===== src/logic/fsps_pkg.sv =====
// Constants for the flash self-program sequencer.
// Assumes a 25 MHz system clock and a 32-word page flash.
package fsps_pkg;
  // Control register bit positions
  localparam int CTL_SPE   = 0;
  localparam int CTL_ERS   = 1;
  localparam int CTL_WRT   = 2;
  localparam int CTL_LFS   = 3;
  localparam int CTL_RRE   = 4;
  localparam int CTL_IE    = 7;
  // Command patterns in the low five bits
  localparam logic [4:0] CMD_LOAD  = 5'h01;
  localparam logic [4:0] CMD_ERASE = 5'h03;
  localparam logic [4:0] CMD_WRITE = 5'h05;
  localparam logic [4:0] CMD_LFRD  = 5'h09;
  localparam logic [4:0] CMD_RRE   = 5'h11;
  // Pointer split
  localparam int PTR_W     = 16;
  localparam int WORD_W    = 5;
  localparam int PAGE_W    = PTR_W - 1 - WORD_W;
  localparam int PAGE_WORDS = 32;
  // Lock/fuse read addresses
  localparam logic [15:0] ADR_FLB  = 16'h0000;
  localparam logic [15:0] ADR_LOCK = 16'h0001;
  localparam logic [15:0] ADR_EFB  = 16'h0002;
  localparam logic [15:0] ADR_FHB  = 16'h0003;
  // Command windows
  localparam logic [2:0] STORE_WIN = 3'h4;
  localparam logic [2:0] LOAD_WIN  = 3'h3;
  // Flash operation time
  localparam int CLK_HZ       = 25000000;
  localparam int FLASH_OP_US  = 4500;
  localparam int FLASH_OP_CYC = (FLASH_OP_US * (CLK_HZ / 1000000));
  typedef enum logic [1:0] {ST_IDLE, ST_ERASE, ST_WRITE} fsps_state_t;
endpackage


===== src/logic/fsps_buf_if.sv =====
// Carrier between the sequencer and its page buffer.
// Assumes one clock shared by both ends.
`timescale 1ns/1ps
interface fsps_buf_if;
  logic        wr_en;
  logic [4:0]  wr_addr;
  logic [15:0] wr_data;
  logic        clr;
  logic [4:0]  rd_addr;
  logic [15:0] rd_data;
  logic        rd_valid;
  modport seq (output wr_en, output wr_addr, output wr_data, output clr, output rd_addr,
               input rd_data, input rd_valid);
  modport mem (input wr_en, input wr_addr, input wr_data, input clr, input rd_addr,
               output rd_data, output rd_valid);
endinterface


===== src/logic/fsps_page_buf.sv =====
// Temporary page buffer with per-word valid bits.
// Assumes clk and asynchronous active-low reset.
`timescale 1ns/1ps
module fsps_page_buf
  import fsps_pkg::*;
(
  // Clock and reset
  input  wire logic clk,
  input  wire logic reset_n,
  // Sequencer side
  fsps_buf_if.mem   bif
);
  logic [15:0]           mem_reg [PAGE_WORDS];
  logic [PAGE_WORDS-1:0] vld_reg;
  logic [15:0]           rd_reg;
  logic                  rdv_reg;

  always_ff @(posedge clk)
  begin
    if (bif.wr_en)
      mem_reg[bif.wr_addr] <= bif.wr_data;
    rd_reg <= mem_reg[bif.rd_addr];
  end

  always_ff @(posedge clk or negedge reset_n)
  begin
    if (!reset_n)
    begin
      vld_reg <= '0;
      rdv_reg <= 1'b0;
    end
    else
    begin
      rdv_reg <= vld_reg[bif.rd_addr] & ~bif.clr;
      if (bif.clr)
        vld_reg <= '0;
      else if (bif.wr_en)
        vld_reg[bif.wr_addr] <= 1'b1;
    end
  end

  assign bif.rd_data  = rd_reg;
  assign bif.rd_valid = rdv_reg;
endmodule


===== src/logic/fsps_seq.sv =====
// Flash self-program sequencer: command decode, page buffer control,
// erase/write timing, lock/fuse readback.
// Assumes the core drives one-cycle write, store and load strobes.
// Summary of operation
// - Erase pattern then store within four cycles erases a page.
// - Erase takes the page only from the page index field.
// - Core stalls for the whole erase or write.
// - Load pattern then store places data pair into buffer word.
// - Buffer clears after page write, re-enable write, and reset.
// - EEPROM write during loading discards loaded words.
// - Write pattern then store programs buffer into indexed page.
// - Pointer low bits pick word in page, high bits pick page.
// - Load instructions address bytes by pointer bit 0; buffer ignores it.
// - EEPROM write blocks programming commands and lock/fuse reads.
// - Lock address plus read select and enable returns lock bits.
// - Read select and enable self-clear after read or timeout.
// - With both bits clear, loads read program memory.
// - Pointer value selects low, high or extended configuration byte.
// - Programmed bits read zero, unprogrammed read one.
// - A flash write under way at reset completes anyway.
// - Store instructions accepted from any flash location.
// - Buffer words load in any order, before or after erase.
// - Control bits: enable 0, erase 1, write 2, select 3, re-enable 4, irq 7.
// - Undefined low five bit combinations have no effect.
// - Enable bit stays set through erase or write.
// - Store-ready irq asserted while enable clear, irq enabled, global set, and no EEPROM write busy.
`timescale 1ns/1ps
module fsps_seq
  import fsps_pkg::*;
#(
  parameter int OP_CYCLES = FLASH_OP_CYC
)
(
  // Clock and reset
  input  wire logic               clk,
  input  wire logic               reset_n,
  // Control register access
  input  wire logic               ctl_wr,
  input  wire logic [7:0]         ctl_wdata,
  output logic [7:0]              program_store_control_reg,
  // Core instructions
  input  wire logic               store_req,
  input  wire logic               load_req,
  input  wire logic [PTR_W-1:0]   ptr,
  input  wire logic [15:0]        data_register_pair,
  output logic                    cpu_stall,
  output logic                    load_valid,
  output logic [7:0]              load_data,
  // Program memory read port
  output logic [PTR_W-2:0]        pm_rd_addr,
  input  wire logic [15:0]        pm_rd_data,
  // Flash array programming
  output logic                    flash_erase,
  output logic                    flash_write,
  output logic [PAGE_W-1:0]       flash_page,
  output logic [WORD_W-1:0]       flash_word,
  output logic [15:0]             flash_wdata,
  output logic                    flash_wvalid,
  // EEPROM and interrupt
  input  wire logic               eeprom_write_busy,
  input  wire logic               global_irq_en,
  output logic                    store_ready_irq,
  // Configuration bytes
  input  wire logic [7:0]         lock_bits,
  input  wire logic [7:0]         config_low_byte,
  input  wire logic [7:0]         config_high_byte,
  input  wire logic [7:0]         config_extended_byte
);
  localparam logic [22:0] OP_LAST = 23'(OP_CYCLES - 1);

  fsps_buf_if bif ();
  fsps_page_buf u_buf
  (
    .clk     (clk),
    .reset_n (reset_n),
    .bif     (bif)
  );

  // ****************************************
  // Control register and windows
  // ****************************************
  fsps_state_t         state_reg, state_next;
  logic [4:0]          cmd_reg;
  logic                ie_reg;
  logic [2:0]          win_reg;
  logic [22:0]         cnt_reg;
  logic [PAGE_W-1:0]   page_reg;
  logic                loading_reg;
  logic                load_valid_reg;
  logic [7:0]          load_data_reg;
  logic                lf_pend_reg;

  wire logic [4:0]  cmd_in     = ctl_wdata[4:0];
  wire logic        cmd_legal  = (cmd_in == CMD_LOAD) || (cmd_in == CMD_ERASE) || (cmd_in == CMD_WRITE) ||
                                 (cmd_in == CMD_LFRD) || (cmd_in == CMD_RRE);
  wire logic        busy       = (state_reg != ST_IDLE);
  wire logic        cmd_take   = ctl_wr && !busy && !eeprom_write_busy && cmd_legal;
  wire logic        armed      = cmd_reg[CTL_SPE] && !busy;
  wire logic        st_hit     = armed && store_req;
  wire logic        do_erase   = st_hit && (cmd_reg == CMD_ERASE);
  wire logic        do_write   = st_hit && (cmd_reg == CMD_WRITE);
  wire logic        do_load    = st_hit && (cmd_reg == CMD_LOAD);
  wire logic        lf_mode    = armed && (cmd_reg == CMD_LFRD);
  wire logic        do_lfrd    = lf_mode && load_req && (win_reg < LOAD_WIN) && !eeprom_write_busy;
  wire logic        win_end    = (win_reg == STORE_WIN - 3'h1) ||
                                 (lf_mode && win_reg == LOAD_WIN - 3'h1);
  wire logic        op_done    = busy && (cnt_reg == OP_LAST);
  wire logic [PAGE_W-1:0] ptr_page = ptr[PTR_W-1 -: PAGE_W];
  wire logic [WORD_W-1:0] ptr_word = ptr[WORD_W:1];

  always_ff @(posedge clk or negedge reset_n)
  begin
    if (!reset_n)
    begin
      cmd_reg <= '0;
      ie_reg  <= 1'b0;
      win_reg <= '0;
    end
    else
    begin
      if (ctl_wr)
        ie_reg <= ctl_wdata[CTL_IE];
      if (cmd_take)
      begin
        cmd_reg <= (cmd_in == CMD_RRE) ? 5'h00 : cmd_in;
        win_reg <= '0;
      end
      else if (op_done || do_load || do_lfrd || (armed && !do_erase && !do_write && (win_end || st_hit)))
        cmd_reg <= '0;
      else if (armed)
        win_reg <= win_reg + 3'h1;
    end
  end

  // ****************************************
  // Erase / write sequencer
  // ****************************************
  always_comb
  begin
    state_next = state_reg;
    case (state_reg)
      ST_IDLE:  state_next = do_erase ? ST_ERASE : (do_write ? ST_WRITE : ST_IDLE);
      ST_ERASE: state_next = op_done ? ST_IDLE : ST_ERASE;
      ST_WRITE: state_next = op_done ? ST_IDLE : ST_WRITE;
      default:  state_next = ST_IDLE;
    endcase
  end

  always_ff @(posedge clk)
  begin
    if (state_reg == ST_IDLE && (do_erase || do_write))
      page_reg <= ptr_page;
  end

  // Running operation outlives reset; parks only when idle
  always_ff @(posedge clk)
  begin
    if (reset_n || busy)
    begin
      state_reg <= state_next;
      cnt_reg   <= (busy && !op_done) ? cnt_reg + 23'h1 : 23'h0;
    end
    else
    begin
      state_reg <= ST_IDLE;
      cnt_reg   <= 23'h0;
    end
  end

  assign cpu_stall   = busy;
  assign flash_erase = (state_reg == ST_ERASE);
  assign flash_write = (state_reg == ST_WRITE);
  assign flash_page  = page_reg;
  // Write streams buffer words during first cycles
  assign flash_word  = cnt_reg[WORD_W-1:0] - 5'h2;
  assign flash_wdata = bif.rd_data;
  assign flash_wvalid = flash_write && (cnt_reg >= 23'h2) && (cnt_reg < 23'(PAGE_WORDS + 2)) && bif.rd_valid;

  // ****************************************
  // Page buffer control
  // ****************************************
  // Any word, any order
  assign bif.wr_en   = do_load;
  assign bif.wr_addr = ptr_word;
  assign bif.wr_data = data_register_pair;
  // One word ahead of flash_word; buffer read is registered
  assign bif.rd_addr = cnt_reg[WORD_W-1:0] - 5'h1;
  assign bif.clr     = (flash_write && op_done) || (cmd_take && cmd_in == CMD_RRE) ||
                       (loading_reg && eeprom_write_busy);

  always_ff @(posedge clk or negedge reset_n)
  begin
    if (!reset_n)
      loading_reg <= 1'b0;
    else if (bif.clr)
      loading_reg <= 1'b0;
    else if (do_load)
      loading_reg <= 1'b1;
  end

  // ****************************************
  // Load instruction data path
  // ****************************************
  assign pm_rd_addr = ptr[PTR_W-1:1];

  wire logic [7:0] lf_sel  = (ptr == ADR_FLB)  ? config_low_byte :
                             (ptr == ADR_LOCK) ? lock_bits :
                             (ptr == ADR_EFB)  ? config_extended_byte :
                             (ptr == ADR_FHB)  ? config_high_byte : 8'hff;
  wire logic [7:0] pm_byte = ptr[0] ? pm_rd_data[15:8] : pm_rd_data[7:0];

  always_ff @(posedge clk or negedge reset_n)
  begin
    if (!reset_n)
    begin
      lf_pend_reg    <= 1'b0;
      load_valid_reg <= 1'b0;
      load_data_reg  <= '0;
    end
    else
    begin
      lf_pend_reg    <= do_lfrd;
      load_valid_reg <= load_req && !do_lfrd && !busy;
      if (do_lfrd)
        load_data_reg <= lf_sel;
      else if (load_req && !busy)
        load_data_reg <= pm_byte;
    end
  end

  assign load_valid = lf_pend_reg || load_valid_reg;
  assign load_data  = load_data_reg;

  assign program_store_control_reg = {ie_reg, 2'b00, 1'b0, cmd_reg[3:1], cmd_reg[0] | busy};
  assign store_ready_irq = ie_reg && global_irq_en && !(cmd_reg[CTL_SPE] || busy) && !eeprom_write_busy;

  // ****************************************
  // Checks
  // ****************************************
  property p_erase_start;
    @(posedge clk) disable iff (!reset_n) do_erase |=> flash_erase && cpu_stall;
  endproperty
  a_erase_start: assert property (p_erase_start) else $error("Erase did not start");
  property p_write_start;
    @(posedge clk) disable iff (!reset_n) do_write |=> flash_write;
  endproperty
  a_write_start: assert property (p_write_start) else $error("Write did not start");
  property p_stall;
    @(posedge clk) disable iff (!reset_n) (flash_erase || flash_write) |-> cpu_stall;
  endproperty
  a_stall: assert property (p_stall) else $error("Core not stalled");
  property p_enable_held;
    @(posedge clk) disable iff (!reset_n) busy |-> program_store_control_reg[CTL_SPE];
  endproperty
  a_enable_held: assert property (p_enable_held) else $error("Enable dropped during operation");
  property p_ee_block;
    @(posedge clk) disable iff (!reset_n) (ctl_wr && eeprom_write_busy && !armed && !busy) |=> !cmd_reg[CTL_SPE];
  endproperty
  a_ee_block: assert property (p_ee_block) else $error("Command taken during EEPROM write");
  property p_timeout;
    @(posedge clk) disable iff (!reset_n) (cmd_take && cmd_in != CMD_RRE) ##1 (!store_req && !load_req)[*4]
      |=> !cmd_reg[CTL_SPE] || busy;
  endproperty
  a_timeout: assert property (p_timeout) else $error("Enable did not time out");
  property p_illegal;
    @(posedge clk) disable iff (!reset_n) (ctl_wr && !cmd_legal && !busy && !armed) |=> (cmd_reg == 5'h00);
  endproperty
  a_illegal: assert property (p_illegal) else $error("Illegal pattern took effect");
  property p_lfrd;
    @(posedge clk) disable iff (!reset_n) (do_lfrd && ptr == ADR_LOCK) |=> load_valid && load_data == lock_bits;
  endproperty
  a_lfrd: assert property (p_lfrd) else $error("Lock bits not returned");
  property p_op_held;
    @(posedge clk) (busy && !op_done) |=> busy;
  endproperty
  a_op_held: assert property (p_op_held) else $error("Flash operation cut short");
  c_erase: cover property (@(posedge clk) disable iff (!reset_n) do_erase);
  c_write: cover property (@(posedge clk) disable iff (!reset_n) do_write);
  c_load:  cover property (@(posedge clk) disable iff (!reset_n) do_load);
  c_lfrd:  cover property (@(posedge clk) disable iff (!reset_n) do_lfrd);
endmodule


===== config.mk =====
export PLATFORM = sky130hd
export DESIGN_NAME = fsps_seq
export DESIGN_NICKNAME = d
export VERILOG_FILES = /design/src/logic/fsps_pkg.sv /design/src/logic/fsps_buf_if.sv /design/src/logic/fsps_page_buf.sv /design/src/logic/fsps_seq.sv
export SDC_FILE = /design/constraint.sdc
export NUM_CORES = 1
export LEC_CHECK = 0
export BUFFER_PORTS_ARGS = -buffer_cell sky130_fd_sc_hd__buf_2
export CORE_AREA = 2 2 226 228
export CTS_CLUSTER_DIAMETER = 30
export DETAILED_ROUTE_END_ITERATION = 16
export DIE_AREA = 0 0 228 230
export PLACE_DENSITY_LB_ADDON = 0.25
export SLEW_MARGIN = 40
export SYNTH_ARGS = -nofsm -noshare
export SYNTH_HDL_FRONTEND = slang
export SYNTH_SLANG_ARGS = --single-unit

===== constraint.sdc =====
create_clock -name clk -period 3.9 [get_ports clk]
set_input_delay 0.195 -clock clk [delete_from_list [all_inputs] [get_ports clk]]
set_output_delay 0.195 -clock clk [all_outputs]
set_load 0.005 [all_outputs]

# == Word level (Yosys, flattened, before mapping) ==
# Memories as Yosys holds them, arrays and structs flattened. A register that Yosys moved wholly into a read port is not among the register bits.
# Cells that the tools add are included.
# op_classes
n_eq_ne,18
mux,28
bitwise,4
n_lt_le_gt_ge,6
n_addsub,4
n_reduce_logical,63
# op_table
operator,n
$mux W32,2
$mux W8,7
$eq A16 B2 Y1 const B,2
$logic_and A1 B1 Y1,32
$or A32 B32 Y32,1
$add A23 B1 Y23 const B,1
$eq A23 B17 Y1 const B,1
$ge A23 B2 Y1 const B,1
$lt A23 B6 Y1 const B,1
$eq A16 B1 Y1 const B,1
$logic_not A16 Y1,1
$logic_or A1 B1 Y1,15
$mux W5,3
$lt A5 B6 Y1 const B,2
$eq A5 B1 Y1 const B,2
$eq A5 B2 Y1 const B,2
$eq A5 B3 Y1 const B,2
$eq A5 B4 Y1 const B,2
$reduce_bool A2 Y1,5
$mux W3,3
$logic_not A1 Y1,7
$mux W1,7
$eq A3 B2 Y1 const B,2
$mux W2,3
17 further kinds,18
# totals
ram_bits,512
out_inout_bits,68
regBits,88
inputBits,95
mem_count,1
word_cells,136
# mem_list
name,depth,width,rd,rd_ports_with_merged_regs,wr,line,text
u_buf.mem_reg,32,16,1,1,1,fsps_page_buf.sv:13,logic [15:0] mem_reg [PAGE_WORDS];

# == Logic depth before layout (Yosys ltp) ==
# logic_depth
word_depth,12
mapped_depth,13
depth_no_buf,7

# == Hierarchy ==
# Synthesis repeated with hierarchy kept, for this count alone.
# hier_totals
cells_unflattened,1261
hier_area_um2,24632.4
# modules_own_cells
mod,seq_area_each_um2,n_inst,area_each_um2,cells_per_inst
fsps_page_buf,16520.8,1,21264.1,916
fsps_seq,1301.2,1,3368.2,345

# == Least setup slack after synthesis ==
# Ideal clock, no wire load.
# synth_path
path_kind,register to register
startpoint,register cnt_reg[0]
endpoint,"register u_buf.rd_reg[6], in the netlist u_buf.bif.rd_data[6], read port of u_buf.mem_reg"
path_buffers,7
t_required_ps,3758
path_slack_ps,1023
arrival_ps,2735
stages_incl_launch_ff,13
cell_sequence,dfxtp_1 buf_6 buf_6 buf_8 buf_2 inv_1 ha_1 buf_2 buf_2 buf_1 mux4_2 a211oi_1 a221oi_1
# synth_via
elab_chain_cells,1
# synth_lines
element,line,text
"start, declared",fsps_seq.sv:86,logic [22:0] cnt_reg;
"start signal, assigned",fsps_seq.sv:161,cnt_reg <= (busy && !op_done) ? cnt_reg + 23'h1 : 23'h0;
$sub A5 B1 Y5,fsps_seq.sv:187,assign bif.rd_addr = cnt_reg[WORD_W-1:0] - 5'h1;
via bif.rd_addr[0],fsps_buf_if.sv:9,logic [4:0] rd_addr;
"end, declared",fsps_page_buf.sv:15,logic [15:0] rd_reg;
# The timed path passes the listed nets, and every way through them passes these cells.
# A chain may end at the register's enable or synchronous reset.

# == Final worst setup path ==
# layout_path
startpoint,register cmd_reg[0]
endpoint,"register load_data_reg[5], in the netlist load_data[5]"
# layout_via
elab_chain_cells,6
# layout_lines
element,line,text
"start, declared",fsps_seq.sv:83,logic [4:0] cmd_reg;
"start signal, assigned",fsps_seq.sv:125,cmd_reg <= (cmd_in == CMD_RRE) ? 5'h00 : cmd_in;
$eq A5 B4 Y1 or $logic_and A1 B1 Y1 (tied branches),"fsps_seq.sv:103, fsps_seq.sv:98",
$logic_and A1 B1 Y1 (*),fsps_seq.sv:103,wire logic lf_mode = armed && (cmd_reg == CMD_LFRD);
$logic_and A1 B1 Y1 (*) (3 in series),fsps_seq.sv:104,wire logic do_lfrd = lf_mode && load_req && (win_reg < LOAD_WIN) && !eeprom_write_busy;
$mux W8 or $reduce_bool A2 Y1 (tied branches),n/a,
"end signal, assigned",fsps_seq.sv:225,load_data_reg <= lf_sel;
"end signal, assigned",fsps_seq.sv:227,load_data_reg <= pm_byte;
"end, declared",fsps_seq.sv:90,logic [7:0] load_data_reg;
# Mark *: on every way between the ends. The rest lies on a longest branch, timed or not.

==> impl_metrics.csv <==
group,metric,value,unit
power_and_ir_drop,vdd_drop_max,651.4,uV
drt,routed_wirelength,60.38,mm
critical_path,crit_path_start_kind,"flop",
drt,postRouteAntennaNets,0,
worst_hold_path,holdCritPathClass,"primary input to async pin",
sta,skew,26.82,ps
cells_and_area,final_common_cell,"sky130_fd_sc_hd__edfxtp_1",
global_routing,globalRouteMet3Util,0.04886,
sta,final_min_period_over_clock_period,0.7715,
clock_tree,post_cts_hold_buffer_count,33,
global_routing,grt_pass1_wl,90.11,mm
drt,via_count,13940,
critical_path,chain_of_cells_forming_the_critical_path,"nor4b_1 -> nand4_2 -> inv_1 -> o22ai_1 -> a31oi_1 -> a22oi_1 -> dlygate4sd3_1",
cells_and_area,area.growth.synth_to_final,24.48,%
clock_tree,cts_max_level,3,
drt,post_drt_via_cell_ratio,5.833,
power_and_ir_drop,netSwitchingFraction,0.2839,
sta,report.final.slew_viol_count,0,
run_status,status,"complete, no violations",
clock_tree,clkTransAtPathRegs,50,ps
global_routing,grt_util_met1,0.2980,
global_routing,groute.usage.overall,0.2334,
synth,ys_ff_latch,616,
cells_and_area,max_reg_flops,512,
critical_path,critical-path-top-delay-family,"buffers and inverters",
power_and_ir_drop,power.sequential.fraction,0.320,
synth,synth_flop_cell,"sky130_fd_sc_hd__edfxtp_1",
sta,rsz_0062_raised_after_global_routing,"false",
sta,final-setup-viol-count,0,
run,cap_violations,0,
clock_tree,tritoncts.num_buffers,116,
sta,fmaxAchievable,0.3323,GHz
sta,max-slew-margin-rel,0.4794,
power_and_ir_drop,power.net_switching,6.747,mW
sta,finalHoldViolations,0,
floorplanning,io-pin-count,163,
power_and_ir_drop,clock_power_share,0.434,
drt,dr.pass1.iters,5,
clock_tree,clock_sinks,616,
critical_path,reg2reg_setup_slack,890,ps
critical_path,critical_path.max_fanout,16,
drt,route.detailed.drc,0,
critical_path,timing_worst_setup_path_type,"flop to flop",
clock_tree,worstSkewPairLatency,660,ps
clock_tree,cts_post_setup_buffers_inserted,0,
cells_and_area,most-common-layout-cells,"sky130_fd_sc_hd__edfxtp_1, sky130_fd_sc_hd__buf_2, sky130_fd_sc_hd__mux4_2, sky130_fd_sc_hd__clkbuf_16, sky130_fd_sc_hd__nor2_1",
critical_path,r2r-start,"cmd_reg[0]",
cells_and_area,post_layout_nonfiller_instances,2390,
synth,synth_cells,1342,
power_and_ir_drop,p_comb_frac,0.246,
place,dp.cells,2135,
critical_path,worst_path_max_delay_cell,"sky130_fd_sc_hd__dlygate4sd3_1",
floorplanning,design.die.area,52440,sq um
sta,period_minus_slack,3009,ps
synth,synth.avg_cell_area,18.47,sq um
cells_and_area,antenna-diode-count,0,
clock_tree,clock_tree.buffer_depth,3,
clock_tree,post_cts_resized,0,
drt,drt_first_iter_violations,1161,
critical_path,cp.arrival,3520,ps
sta,worst_hold_slack,46.40,ps
floorplanning,row_count,82,
synth,synth_seq_area_share,0.7189,
clock_tree,clock-root-buffer,"sky130_fd_sc_hd__clkbuf_16",
place,dp.final_hpwl,34.84,mm
floorplanning,die-width,228,um
global_routing,grt_start_max_net_pins,95,
power_and_ir_drop,power_density,770.0,nW/um^2
critical_path,destination_of_the_worst_register_to_register_timing_path,"load_data[5]",
cells_and_area,final_layout_size_suffix_gt1_frac,0.3481,
synth,synthDistinctLibCells,68,
critical_path,timing.critical_path.slowest_cell_delay,590,ps
clock_tree,tritoncts,"yes",
critical_path,required,4410,ps
cells_and_area,final_net_count,1719,
synth,syn-cell-area,24790,sq um
critical_path,cp-end-kind,"flop",
place,gp_congestion,0.7907,
global_routing,globalRouteMet2Util,0.3944,
floorplanning,core,49860,sq um
global_routing,grt.busiest_layer,"met2",
synth,synth_edf_count,522,
synth,yosysWarnings,0,
drt,average_wire_per_cell_in_the_routed_design,25.26,um
power_and_ir_drop,cell_internal_power,17.01,mW
global_routing,gr-total-overflow,0,
global_routing,antenna_found_initial,0,
sta,setup-tns-final,0,ps
power_and_ir_drop,total_leakage_power,10.66,nW
global_routing,first_global_vias,14497,
place,io_buffer_count,157,
floorplanning,die-height,230,um
floorplanning,initial_utilization,0.4972,
sta,worst_slew_pin_slew,778.4,ps
critical_path,critical_path.n_buffers_inverters,2,
cells_and_area,utilization,0.6189,
critical_path,timing.reg2reg.worst_path_depth,7,
synth,async_flop_share,0.08604,
-- power groups by stage --
stage | clock network (mW) | logic [mW] | registers, mW
after floorplan | 0 | 3.88 | 7.64
after global placement | 0 | 5.69 | 7.71
after detailed placement | 0 | 5.75 | 7.72
after CTS | 10.4 | 5.87 | 7.60
after global routing | 10.7 | 6.23 | 7.61
final | 10.3 | 5.86 | 7.60
-- final cells by class --
| class | count | area [sq um] |
|---|---|---|
| Clock buffer | 140 | 3065 |
| Clock inverter | 80 | 1042 |
| Fill cell | 3551 | 19000 |
| Inverter | 20 | 75.07 |
| Multi-Input combinational cell | 611 | 6375 |
| Sequential cell | 616 | 17830 |
| Tap cell | 672 | 840.8 |
| Timing Repair Buffer | 251 | 1634 |
-- logic make-up (layout without fill, tap and decap cells) --
kind of cell / count (synthesis) / in the layout / synth area share
muxes: 163 / 163 / 0.1363
adders and majority gates: 8 / 8 / 0.004038
buffers and inverters: 117 / 491 / 0.02640
other: 1 / 3 / 0.0001513
AOI/OAI and AO/OA: 165 / 165 / 0.04946
DFF: 616 / 616 / 0.7189
and+or+nand+nor: 244 / 244 / 0.05390
xor gates and xnor gates: 28 / 28 / 0.01080
-- stage by stage --
step                instance area [sq um]  setup slack (ps)  total power, mW
finish                              30860             891.1            23.76
CTS                                 30820             947.5            23.88
floorplan                           24800              1023            11.53
global route                        30860             623.4            24.59
global placement                    26380              1055            13.40
detailed placement                  26380              1067            13.47
-- routing by layer --
metal | vias to the layer above | share of wire
met5 | - | 0
li1 | 5983 | -
met1 | 7283 | 0.40
met3 | 114 | 0.068
met2 | 560 | 0.51
met4 | 0 | 0.029
-- Yosys cell counts (all sizes together), types with 18 or more instances --
cell type	number	area, sq um
edfxtp	522	15680
mux4	138	3108
nor2	79	296.5
buf	67	466.7
dfrtp	53	1326
dfxtp	41	820.8
nand2	37	138.9
o21a	33	247.7
clkbuf	30	112.6
or3	24	150.1
inv	20	75.07
xnor2	20	190.2
nor3	19	122.6
o22ai	19	118.9
o21ai	18	90.09
-- worst reg2reg max path, stage by stage, from the launching register on --
cell and delay, ps:
sky130_fd_sc_hd__dfrtp_1 500, sky130_fd_sc_hd__nor4b_1 480, sky130_fd_sc_hd__nand4_2 320, sky130_fd_sc_hd__inv_1 520, sky130_fd_sc_hd__o22ai_1 180, sky130_fd_sc_hd__a31oi_1 210, sky130_fd_sc_hd__a22oi_1 100, sky130_fd_sc_hd__dlygate4sd3_1 590
-- worst max-delay path by stage --
stage	endpoint	start	slack, ps	cells after the start
finish	load_data[5]	cmd_reg[0]	890	7
global route	load_data[5]	cmd_reg[0]	620	7
CTS	cmd_reg[1]	cnt_reg[0]	950	8
detailed placement	u_buf.bif.rd_valid	cnt_reg[0]	1070	5
global placement	u_buf.bif.rd_valid	cnt_reg[0]	1050	5
floorplan	u_buf.bif.rd_data[6]	cnt_reg[0]	1020	12
Power figures use the tool's default switching activity.
